===== config.mk =====
export PLATFORM = sky130hd
export DESIGN_NAME = debug_state_sequencer
export DESIGN_NICKNAME = d
export VERILOG_FILES = /design/src/hw/dbg_seq_pkg.sv /design/src/hw/tag_queue.sv /design/src/hw/debug_state_sequencer.sv
export SDC_FILE = /design/constraint.sdc
export NUM_CORES = 1
export LEC_CHECK = 0
export BUFFER_PORTS_ARGS = -buffer_cell sky130_fd_sc_hd__buf_4
export CORE_ASPECT_RATIO = 1.1
export CORE_UTILIZATION = 55
export DETAILED_ROUTE_END_ITERATION = 12
export GPL_ROUTABILITY_DRIVEN = 1
export PLACE_DENSITY = 0.78
export SYNTH_ARGS = -nofsm -noshare
export SYNTH_HDL_FRONTEND = slang
export SYNTH_HIERARCHICAL = 1
export SYNTH_SLANG_ARGS = --single-unit

===== constraint.sdc =====
create_clock -name clk -period 1 [get_ports clk]
set_clock_uncertainty 0.1 [all_clocks]
set_input_delay 0.25 -clock clk [delete_from_list [all_inputs] [get_ports clk]]
set_output_delay 0.25 -clock clk [all_outputs]
set_load 0.005 [all_outputs]

===== src/hw/dbg_seq_pkg.sv =====
// Package with state-sequencer types and constants
package dbg_seq_pkg;

  // ********************
  // Sequencer states
  // ********************
  typedef enum logic [1:0] {
    SEQ_STATE1,
    SEQ_STATE2,
    SEQ_STATE3,
    SEQ_FINAL
  } seq_state_e;

  // ********************
  // Widths and fields
  // ********************
  localparam int unsigned NUM_CH      = 3;
  localparam int unsigned CTRL_W      = 4;
  localparam int unsigned CTRL_EXT_BIT = 3;
  localparam int unsigned QUEUE_DEPTH = 4;

  // Reset values of the state-control encodings
  localparam logic [3:0] STATE_CTRL_RST = 4'h0;

  // Per-channel comparator configuration
  typedef struct packed {
    logic enable;
    logic tagMode;    // 1: tag opcode, 0: act immediately
  } comp_cfg_s;

  // Sequencer configuration bundle
  typedef struct packed {
    logic [3:0]      state1Control;
    logic [3:0]      state2Control;
    logic [3:0]      state3Control;
    comp_cfg_s [2:0] comparator;
    logic            rangeMode;     // comparator_a/_b as range
    logic            breakEnable;
  } seq_cfg_s;

  // Raw comparator events per channel
  typedef struct packed {
    logic [2:0] match;    // match_ch2..match_ch0
    logic       fetch;    // Opcode enters queue
    logic       advance;  // Queue head executes
  } comp_evt_s;

endpackage


===== src/hw/tag_queue.sv =====
// Tag shift queue travelling beside the instruction queue
`timescale 1ns/1ps
module tag_queue (
  input  wire logic                                    clk,
  input  wire logic                                    rstN,
  input  wire logic                                    flush,
  input  wire logic                                    fetch,
  input  wire logic                                    advance,
  input  wire logic [dbg_seq_pkg::NUM_CH-1:0]          tagIn,
  output logic      [dbg_seq_pkg::NUM_CH-1:0]          tagHit
);

  typedef struct packed {
    logic [dbg_seq_pkg::QUEUE_DEPTH-1:0][dbg_seq_pkg::NUM_CH-1:0] slot;
    logic [2:0]                                             count;
    logic [dbg_seq_pkg::NUM_CH-1:0]                         hit;
  } tq_s;

  tq_s state_q;
  tq_s state_d;

  // ********************
  // Queue movement
  // ********************
  always_comb
  begin
    state_d     = state_q;
    state_d.hit = '0;
    if (flush)
    begin
      state_d = '0;
    end
    else
    begin
      if (advance && state_q.count != 3'h0)
      begin
        state_d.hit = state_q.slot[0];  // Hit only at queue head [RULE_08]
        for (int i = 0; i < dbg_seq_pkg::QUEUE_DEPTH - 1; i++)
        begin
          state_d.slot[i] = state_q.slot[i+1];
        end
        state_d.slot[dbg_seq_pkg::QUEUE_DEPTH-1] = '0;
        state_d.count = state_q.count - 3'h1;
      end
      if (fetch && state_d.count != 3'(dbg_seq_pkg::QUEUE_DEPTH))
      begin
        state_d.slot[state_d.count[1:0]] = tagIn;  // Tag rides opcode [RULE_08]
        state_d.count = state_d.count + 3'h1;
      end
    end
  end

  always_ff @(posedge clk or negedge rstN)
  begin
    if (!rstN)
      state_q <= '0;
    else
      state_q <= state_d;
  end

  assign tagHit = state_q.hit;

endmodule


===== src/hw/debug_state_sequencer.sv =====
// Debug state sequencer with three comparator channels
`timescale 1ns/1ps
// Summary of operation
// RULE_01: Simultaneous hits: one leading to Final State wins.
// RULE_02: Otherwise the lowest-numbered channel's hit wins.
// RULE_03: State controls are four bits; low three keep old meaning.
// RULE_04: In range mode, channel 1 matches are ignored.
// RULE_05: Range and data comparisons exist on channel 0 only.
// RULE_06: Extended State3 code: ch0 back to State2, ch2 to Final.
// RULE_07: Extended State1 code: ch0 goes straight to State3.
// RULE_08: Tags ride opcodes; hit only at queue head.
// RULE_09: Per-comparator tag bit picks immediate or tagged action.
// RULE_10: Entering Final State can request a breakpoint.
// RULE_11: At Final State raise trigger, ignore events until rearmed.
module debug_state_sequencer (
  input  wire logic                    clk,
  input  wire logic                    rst_n,
  input  wire logic                    arm,
  input  wire dbg_seq_pkg::seq_cfg_s   cfg,
  input  wire dbg_seq_pkg::comp_evt_s  evt,
  input  wire logic                    dataMatch,
  input  wire logic                    inRange,
  input  wire logic                    bdmActive,
  output logic                         trigger,
  output logic                         breakReq,
  output dbg_seq_pkg::seq_state_e      seqState
);

  // ********************
  // Reset release
  // ********************
  logic [1:0] rstSync_q;
  logic       rstN;

  always_ff @(posedge clk or negedge rst_n)
  begin
    if (!rst_n)
      rstSync_q <= 2'b00;
    else
      rstSync_q <= {rstSync_q[0], 1'b1};
  end
  assign rstN = rstSync_q[1];

  // ********************
  // Next-state lookup
  // ********************
  // Returns 1 in [2] when channel moves, target in [1:0]
  function automatic logic [2:0] nextOf(
    input dbg_seq_pkg::seq_state_e cur,
    input logic [3:0]              ctl,
    input int unsigned             ch
  );
    logic [2:0] r;
    r = 3'b000;
    case (cur)
      dbg_seq_pkg::SEQ_STATE1:
      begin
        if (ctl[dbg_seq_pkg::CTRL_EXT_BIT])
        begin
          // Extended: ch0 to State3, ch1 Final, ch2 State2 [RULE_07]
          if (ch == 0) r = {1'b1, 2'(dbg_seq_pkg::SEQ_STATE3)};
          if (ch == 1) r = {1'b1, 2'(dbg_seq_pkg::SEQ_FINAL)};
          if (ch == 2) r = {1'b1, 2'(dbg_seq_pkg::SEQ_STATE2)};
        end
        else if (ctl[2:0] == 3'(ch) || ctl[2:0] == 3'h7)
          r = {1'b1, 2'(dbg_seq_pkg::SEQ_STATE2)};  // Legacy code [RULE_03]
        else if (ctl[2:0] == 3'(ch + 3))
          r = {1'b1, 2'(dbg_seq_pkg::SEQ_STATE3)};
      end
      dbg_seq_pkg::SEQ_STATE2:
      begin
        if (ctl[dbg_seq_pkg::CTRL_EXT_BIT])
        begin
          // Extended OR fork: ch2 Final, ch0/ch1 back to State1
          if (ch == 2) r = {1'b1, 2'(dbg_seq_pkg::SEQ_FINAL)};
          else         r = {1'b1, 2'(dbg_seq_pkg::SEQ_STATE1)};
        end
        else if (ctl[2:0] == 3'(ch) || ctl[2:0] == 3'h7)
          r = {1'b1, 2'(dbg_seq_pkg::SEQ_STATE3)};  // [RULE_03]
        else if (ctl[2:0] == 3'(ch + 3))
          r = {1'b1, 2'(dbg_seq_pkg::SEQ_FINAL)};
      end
      dbg_seq_pkg::SEQ_STATE3:
      begin
        if (ctl[dbg_seq_pkg::CTRL_EXT_BIT])
        begin
          // Extended: ch0 back to State2, ch2 to Final [RULE_06]
          if (ch == 0) r = {1'b1, 2'(dbg_seq_pkg::SEQ_STATE2)};
          if (ch == 2) r = {1'b1, 2'(dbg_seq_pkg::SEQ_FINAL)};
        end
        else if (ctl[2:0] == 3'(ch) || ctl[2:0] == 3'h7)
          r = {1'b1, 2'(dbg_seq_pkg::SEQ_FINAL)};  // [RULE_03]
        else if (ctl[2:0] == 3'(ch + 3))
          r = {1'b1, 2'(dbg_seq_pkg::SEQ_STATE1)};
      end
      default:
        r = 3'b000;
    endcase
    return r;
  endfunction

  // ********************
  // Channel event qualification
  // ********************
  logic [2:0] rawMatch;
  logic [2:0] tagIn;
  logic [2:0] tagHit;
  logic [2:0] immHit;
  logic [2:0] chEvent;
  logic       tagFlush;

  always_comb
  begin
    rawMatch = evt.match;
    // Channel 0 alone sees range and data qualification [RULE_05]
    if (cfg.rangeMode)
      rawMatch[0] = inRange && cfg.comparator[0].enable;
    else
      rawMatch[0] = evt.match[0] && dataMatch;
    if (cfg.rangeMode)
      rawMatch[1] = 1'b0;  // Channel 1 silenced in range mode [RULE_04]
    for (int c = 0; c < dbg_seq_pkg::NUM_CH; c++)
    begin
      rawMatch[c] = rawMatch[c] && cfg.comparator[c].enable && !bdmActive;
      // Tag bit picks tagging or immediate action [RULE_09]
      tagIn[c]  = rawMatch[c] && cfg.comparator[c].tagMode && evt.fetch;
      immHit[c] = rawMatch[c] && !cfg.comparator[c].tagMode;
    end
  end

  // Tags dropped while disarmed or in debug mode
  assign tagFlush = bdmActive || !arm;

  tag_queue tagQueue (
    .clk     (clk),
    .rstN    (rstN),
    .flush   (tagFlush),
    .fetch   (evt.fetch),
    .advance (evt.advance),
    .tagIn   (tagIn),
    .tagHit  (tagHit)
  );

  assign chEvent = immHit | (tagHit & {3{!bdmActive}});

  // ********************
  // Sequencer state
  // ********************
  typedef struct packed {
    dbg_seq_pkg::seq_state_e state;
    logic                    trig;
    logic                    brk;
  } seq_s;

  seq_s state_q;
  seq_s state_d;

  always_comb
  begin
    logic [3:0]  ctl;
    logic [2:0]  nx;
    logic        taken;
    logic [1:0]  target;
    ctl    = 4'h0;
    nx     = 3'b000;
    taken  = 1'b0;
    target = 2'b00;
    state_d     = state_q;
    state_d.brk = 1'b0;
    case (state_q.state)
      dbg_seq_pkg::SEQ_STATE1: ctl = cfg.state1Control;
      dbg_seq_pkg::SEQ_STATE2: ctl = cfg.state2Control;
      dbg_seq_pkg::SEQ_STATE3: ctl = cfg.state3Control;
      default:                 ctl = dbg_seq_pkg::STATE_CTRL_RST;
    endcase
    // Highest channel first, so the lowest wins; a Final target overrides [RULE_02]
    for (int c = dbg_seq_pkg::NUM_CH - 1; c >= 0; c--)
    begin
      nx = nextOf(state_q.state, ctl, unsigned'(c));
      if (chEvent[c] && nx[2])
      begin
        if (!(taken && target == 2'(dbg_seq_pkg::SEQ_FINAL)) ||
            nx[1:0] == 2'(dbg_seq_pkg::SEQ_FINAL))
        begin
          taken  = 1'b1;
          target = nx[1:0];  // [RULE_01]
        end
      end
    end
    if (!arm)
    begin
      state_d.state = dbg_seq_pkg::SEQ_STATE1;
      state_d.trig  = 1'b0;
    end
    else if (state_q.state == dbg_seq_pkg::SEQ_FINAL)
    begin
      state_d.trig = 1'b1;  // Hold, ignore channels [RULE_11]
    end
    else if (taken)
    begin
      state_d.state = dbg_seq_pkg::seq_state_e'(target);
      if (target == 2'(dbg_seq_pkg::SEQ_FINAL))
      begin
        state_d.trig = 1'b1;  // [RULE_11]
        state_d.brk  = cfg.breakEnable;  // [RULE_10]
      end
    end
  end

  always_ff @(posedge clk or negedge rstN)
  begin
    if (!rstN)
      state_q <= '{state: dbg_seq_pkg::SEQ_STATE1, trig: 1'b0, brk: 1'b0};
    else
      state_q <= state_d;
  end

  assign trigger  = state_q.trig;
  assign breakReq = state_q.brk;
  assign seqState = state_q.state;

endmodule


==> impl_metrics.toml, run 1 <==
[status]
run_status = "did not finish"
failing_step = "5_1_grt"
tool.error = "[ERROR GRT-0232] Routing congestion too high. Check the congestion heatmap in the GUI."

[clock_tree]
clock_sinks = 24
ctsLongestPathBuffers = 2
root_buffer = "sky130_fd_sc_hd__clkbuf_8"
htree_levels = 1
cts_buffers = 3

[grt]
grt_util_all_layers_pct = 76.0
gr-total-overflow = 25
grt_start_max_net_pins = 23

[floorplan]
fp-row-count = 23
width_of_the_die_um = 61.7
floorplan.io_pins = 35
start_util_pct = 58.2
die_height_um = 67.7

[yosys]
synth_top_flop_cell = "sky130_fd_sc_hd__dfrtp_1"
synth.lib_cells_used.distinct = 70
synth.cell_area_um2 = 2160
synthesis.instances = 251
syn_nets = 284
synthesis.yosys.warnings = 6
synth_edf_count = 0
fraction_of_registers_with_async_set_reset_pct = 100
synth_area_per_cell_um2 = 8.60
postSynthRegisterBits = 24
yosysSeqAreaShare_pct = 27.8

[place]
detailed_place_hpwl_um = 5100
gp_congestion = 0.937
port_buffers = 34

[sta]
timing.repair.worst_endpoint_type = "sequential cell input"
repair-timing-grt-worst-ep = "seqState[0]$_DFFE_PN0P_/D"
repair_timing:
| item | 4_1_cts |
|---|---|
| hold buffers | 1 |
| setup buffers | 8 |
| gates resized for setup | 48 |
| cloned | 2 |
| setup endpoints to repair | 26 |
| pin swaps | 23 |
| endpoints found under the hold margin | 2 |
synthesized netlist by cell type (all sizes together), types with 2 or more instances:
cell type	count	share of area, %
a21oi	15	3.5
a22o	4	1.7
xnor2	3	1.2
o221a	2	1.0
clkbuf	3	0.52
or3b	2	0.81
and3b	2	0.81
o211ai	6	2.1
nand3	6	1.4
or2	2	0.58
and3	2	0.58
nor3b	4	1.6
o311a	2	0.93
nor3	4	1.2
nand2b	4	1.5
a2bb2oi	3	1.8
a211oi	9	3.8
nor2b	3	0.87
a211o	2	0.81
mux2i	8	4.3
ha	2	1.2
a21o	2	0.70
o32ai	3	1.2
o211a	2	0.93
inv	14	2.4
nor2	15	2.6
nand2	33	5.7
a31oi	6	1.7
nand4	4	1.2
dfrtp	24	28
nand4b	2	0.81
nor4	6	2.0
o21ai	8	2.0
o2bb2ai	3	1.8
buf	14	4.7
a311oi	8	3.2
logic make-up after synthesis:
group / count (synthesis) / share of synthesized area, %
AO/OA/AOI/OAI: 86 / 33.0
adder cells (fa/ha/maj): 2 / 1.16
multiplexers: 9 / 4.81
other: 1 / 0.174
AND/OR/NAND/NOR: 95 / 24.2
flip-flops: 24 / 27.8
XOR/XNOR: 3 / 1.22
buffers and inverters: 31 / 7.65
stage by stage:
stage	worst slack, ns	TNS [ns]	cells	area (um2)
floorplan	-1.37	-17.39	251	2270
detailed placement	-1.65	-18.78	393	3030
CTS	-1.60	-19.59	408	3460
global placement	-1.43	-17.49	393	3030
routing by layer:
metal | GRT usage [%] | overflow
met1 | 77.3 | 0
met2 | 93.7 | 18
met3 | 56.5 | 0
met4 | 77.5 | 7
met5 | 10.0 | 0
==> run 2: changes to the inputs <==
--- a/config.mk
+++ b/config.mk
@@ -6,11 +6,10 @@
 export NUM_CORES = 1
 export LEC_CHECK = 0
 export BUFFER_PORTS_ARGS = -buffer_cell sky130_fd_sc_hd__buf_4
-export CORE_ASPECT_RATIO = 1.1
-export CORE_UTILIZATION = 55
+export CORE_UTILIZATION = 40
 export DETAILED_ROUTE_END_ITERATION = 12
 export GPL_ROUTABILITY_DRIVEN = 1
-export PLACE_DENSITY = 0.78
+export PLACE_DENSITY_LB_ADDON = 0.15
 export SYNTH_ARGS = -nofsm -noshare
 export SYNTH_HDL_FRONTEND = slang
 export SYNTH_HIERARCHICAL = 1
==> run 2 against run 1 <==
The flow now finishes, with violations (negative setup slack). Synthesized cell count is the same. Area after synthesis is the same.
==> impl_metrics.toml, run 2 <==
[status]
run_status = "complete, but fails checks"
violated_checks = "negative setup slack"

[finish]
nets = 410
flow.area_growth_from_synthesis_pct = 80.5
final_area_um2 = 3900
drive_above_1_share_pct = 59.0
sequential_cell_area_um2 = 602
layout.cells.most_common = "sky130_fd_sc_hd__buf_4"
fill_cells = 349
largest_register_ff_count = 15
largest_register_by_flop_count = "tagQueue/state_q"
final_util_pct = 75.8
antenna_cells = 0
multi_input_comb_area_um2 = 1940
layout.cells.most_common_list = "sky130_fd_sc_hd__buf_4 (113), sky130_fd_sc_hd__nand2_1 (28), sky130_fd_sc_hd__dfrtp_1 (23)"

[power]
design_power_total_w = 0.00327
p_leak_nw = 1.63
clockPowerShare_pct = 20.6
switchingPower_w = 0.00114
p_comb_share_pct = 48.5
pwr-share-seq_pct = 31.0
switching_share_pct = 34.8
cellPowerDensity_nw_per_um2 = 838
power.internal_w = 0.00213
worst_ir_drop_vdd_mv = 0.917

[setup_path]
cp-start-kind = "register"
ff2ff_setup_slack_ns = -1.55
crit_fanout = 13
timing.setup.critical_path_class = "register to register"
timing.critical_path.required_ns = 1.07
timing.rr.start = "seqState[0]"
timing.rr.end = "breakReq"
critPathCaptureType = "register"
endpoint_arrival_time_on_the_critical_path_ns = 2.62
worst_reg2reg_path_length_in_cells = 12
critical_path.endpoint = "breakReq"
cp-startpoint = "seqState[0]"

[job]
maxCapViolCount = 0

[clock_tree]
ctsLongestPathBuffers = 2
path_clk_slew_ns = 0.08
tritoncts = "yes"
cts_buffers = 3
clock_sinks = 24
root_buffer = "sky130_fd_sc_hd__clkbuf_8"
htree_levels = 1
insertion_delay_ns = 0.27

[sta]
hold_violations = 0
timing.final.setup_violations = 26
hold-worst-slack_ns = 0.00467
tns_ns = -19.98
layout_worst_path_cycle_share_pct = 255
timing.fmax_ghz = 0.393
grt_setup_unrepaired = "yes"
slew_violations = 0
final_critical_path_setup_slack_ns = -1.55
finalCriticalPeriod_ns = 2.55

[floorplan]
floorplan_core_area_um2 = 5140
start_util_pct = 42.0
width_of_the_die_um = 75.5
die_area_um2 = 5700
die_height_um = 75.5
floorplan.io_pins = 35
fp-row-count = 26

[routing]
detail_route.wirelength_um = 8650
drc = 0
drt_iter0_markers = 170
wirelength_per_cell_um = 19.4
drt-met1-wl_um = 3510
dr_total_vias = 2670
detailedRoute.firstPassIterationCount = 4
wl_met3_um = 487
dr.max_layer_used = "met4"
detailroute.wirelength.met2_um = 4320
vias_per_cell = 5.99
antenna_left = 0

[yosys]
synth_edf_count = 0
yosys-top-cells-count = "sky130_fd_sc_hd__nand2_1 (33), sky130_fd_sc_hd__dfrtp_1 (24), sky130_fd_sc_hd__a21oi_1 (15), sky130_fd_sc_hd__nor2_1 (15), sky130_fd_sc_hd__inv_1 (13)"
combinational_family_with_the_most_area_after_synthesis = "compound AO/OA/AOI/OAI gates"
yosysSeqAreaShare_pct = 27.8
synth.cell_area_um2 = 2160
largest_cells_by_area_after_synthesis = "sky130_fd_sc_hd__dfrtp_1 (28%), sky130_fd_sc_hd__nand2_1 (5.7%), sky130_fd_sc_hd__a21oi_1 (3.5%), sky130_fd_sc_hd__a311oi_1 (3.2%), sky130_fd_sc_hd__mux2i_1 (3.2%)"
synth.largest_area_cell = "sky130_fd_sc_hd__dfrtp_1"
synth_area_per_cell_um2 = 8.60
synth.lib_cells_used.distinct = 70
fraction_of_registers_with_async_set_reset_pct = 100
synth_top_area_share_pct = 27.8
post_synth_fa_ha_maj_area_fraction_pct = 1.16
synthXorXnorAreaFrac_pct = 1.22
synth.most_common_cell = "sky130_fd_sc_hd__nand2_1"
synthSimpleGateAreaFrac_pct = 24.2
synthesis.yosys.warnings = 6
synthesis.instances = 251
postSynthRegisterBits = 24
synth_top_flop_cell = "sky130_fd_sc_hd__dfrtp_1"
synth_compound_gate_area_share_pct = 33.0
syn_nets = 284
muxShareOfSynthArea_pct = 4.81

[place]
postPlaceCellArea_um2 = 3040
detailed_place_hpwl_um = 5010
gp_congestion = 0.862
port_buffers = 34

[grt]
gr-total-overflow = 0
grt_first_pass_wirelength_um = 10700
grt_start_max_net_pins = 19
vias_in_the_first_global_route = 2326
antenna_found_initial = 0
grt_util_all_layers_pct = 25.1

[worst_hold_path]
hp-class = "register to asynchronous set/reset pin"
==> run 2: cell counts after synthesis <==
No cell type changed its count.
==> run 2: worst max-delay path, cell delays in order, from the launching register on <==
cell and delay, ns:
sky130_fd_sc_hd__dfrtp_2 0.42, sky130_fd_sc_hd__buf_12 0.15, sky130_fd_sc_hd__buf_8 0.14, sky130_fd_sc_hd__nand2b_4 0.14, sky130_fd_sc_hd__mux2_4 0.32, sky130_fd_sc_hd__buf_4 0.17
sky130_fd_sc_hd__nand2_2 0.07, sky130_fd_sc_hd__a21oi_4 0.05, sky130_fd_sc_hd__buf_4 0.15, sky130_fd_sc_hd__buf_4 0.13, sky130_fd_sc_hd__a211oi_4 0.22, sky130_fd_sc_hd__o32ai_2 0.13
sky130_fd_sc_hd__a211oi_1 0.24
==> run 2: final cells by class <==
cell class | count | share of cell area (%)
multi-input cells | 197 | 49.7
repair buffers | 137 | 29.8
flip-flops and latches | 24 | 15.4
well taps | 70 | 2.25
inverters | 14 | 1.48
clock buffers | 4 | 1.41
==> run 2: power groups by stage <==
| stage | registers, W | logic (W) | clock network, W |
|---|---|---|---|
| 6_report | 0.00101 | 0.00158 | 0.000672 |
| 5_1_grt | 0.00102 | 0.00165 | 0.000728 |
| 4_1_cts | 0.00102 | 0.00120 | 0.000690 |
| 3_5_place_dp | 0.00104 | 0.00103 | 0 |
| 3_3_place_gp | 0.00103 | 0.00102 | 0 |
| 2_1_floorplan | 0.00104 | 0.000566 | 0 |
==> run 2: logic make-up after synthesis <==
kind of cell / count (synthesis)
buf+inv: 31
compound gates: 86
flops: 24
xor+xnor: 3
fa+ha+maj: 2
simple gates: 95
mux: 9
other cells: 1
==> run 2: how the worst min path moves through the flow <==
| stage | endpoint | cells after the start |
|---|---|---|
| 2_1_floorplan | rstSync_q[0] | 0 |
| 3_3_place_gp | rstSync_q[0] | 1 |
| 3_5_place_dp | rstSync_q[1] | 1 |
| 4_1_cts | trigger | 0 |
| 5_1_grt | seqState[1] | 0 |
| 6_report | trigger | 0 |
==> run 2: routing by layer <==
layer	GRT usage [%]	vias to the layer above
met1	33.6	1291
met4	7.20	0
met2	43.1	131
li1	-	1214
met3	2.51	34
met5	0	-
==> run 2: repair_timing <==
action                                  in CTS  in global routing
gates cloned                                 0                  1
endpoints found under the setup margin      26                 26
hold buffers                                 1                  0
endpoints found under the hold margin        2                  0
pin swaps                                   23                 30
setup buffers                               13                 20
gates resized for setup                     42                 63
==> run 2: through the flow <==
stage	instances	setup WS, ns
CTS	429	-1.59
detailed placement	411	-1.65
global placement	411	-1.50
global route	446	-1.65
floorplan	251	-1.37
finish	446	-1.55
(Power assumes the default switching activity.)
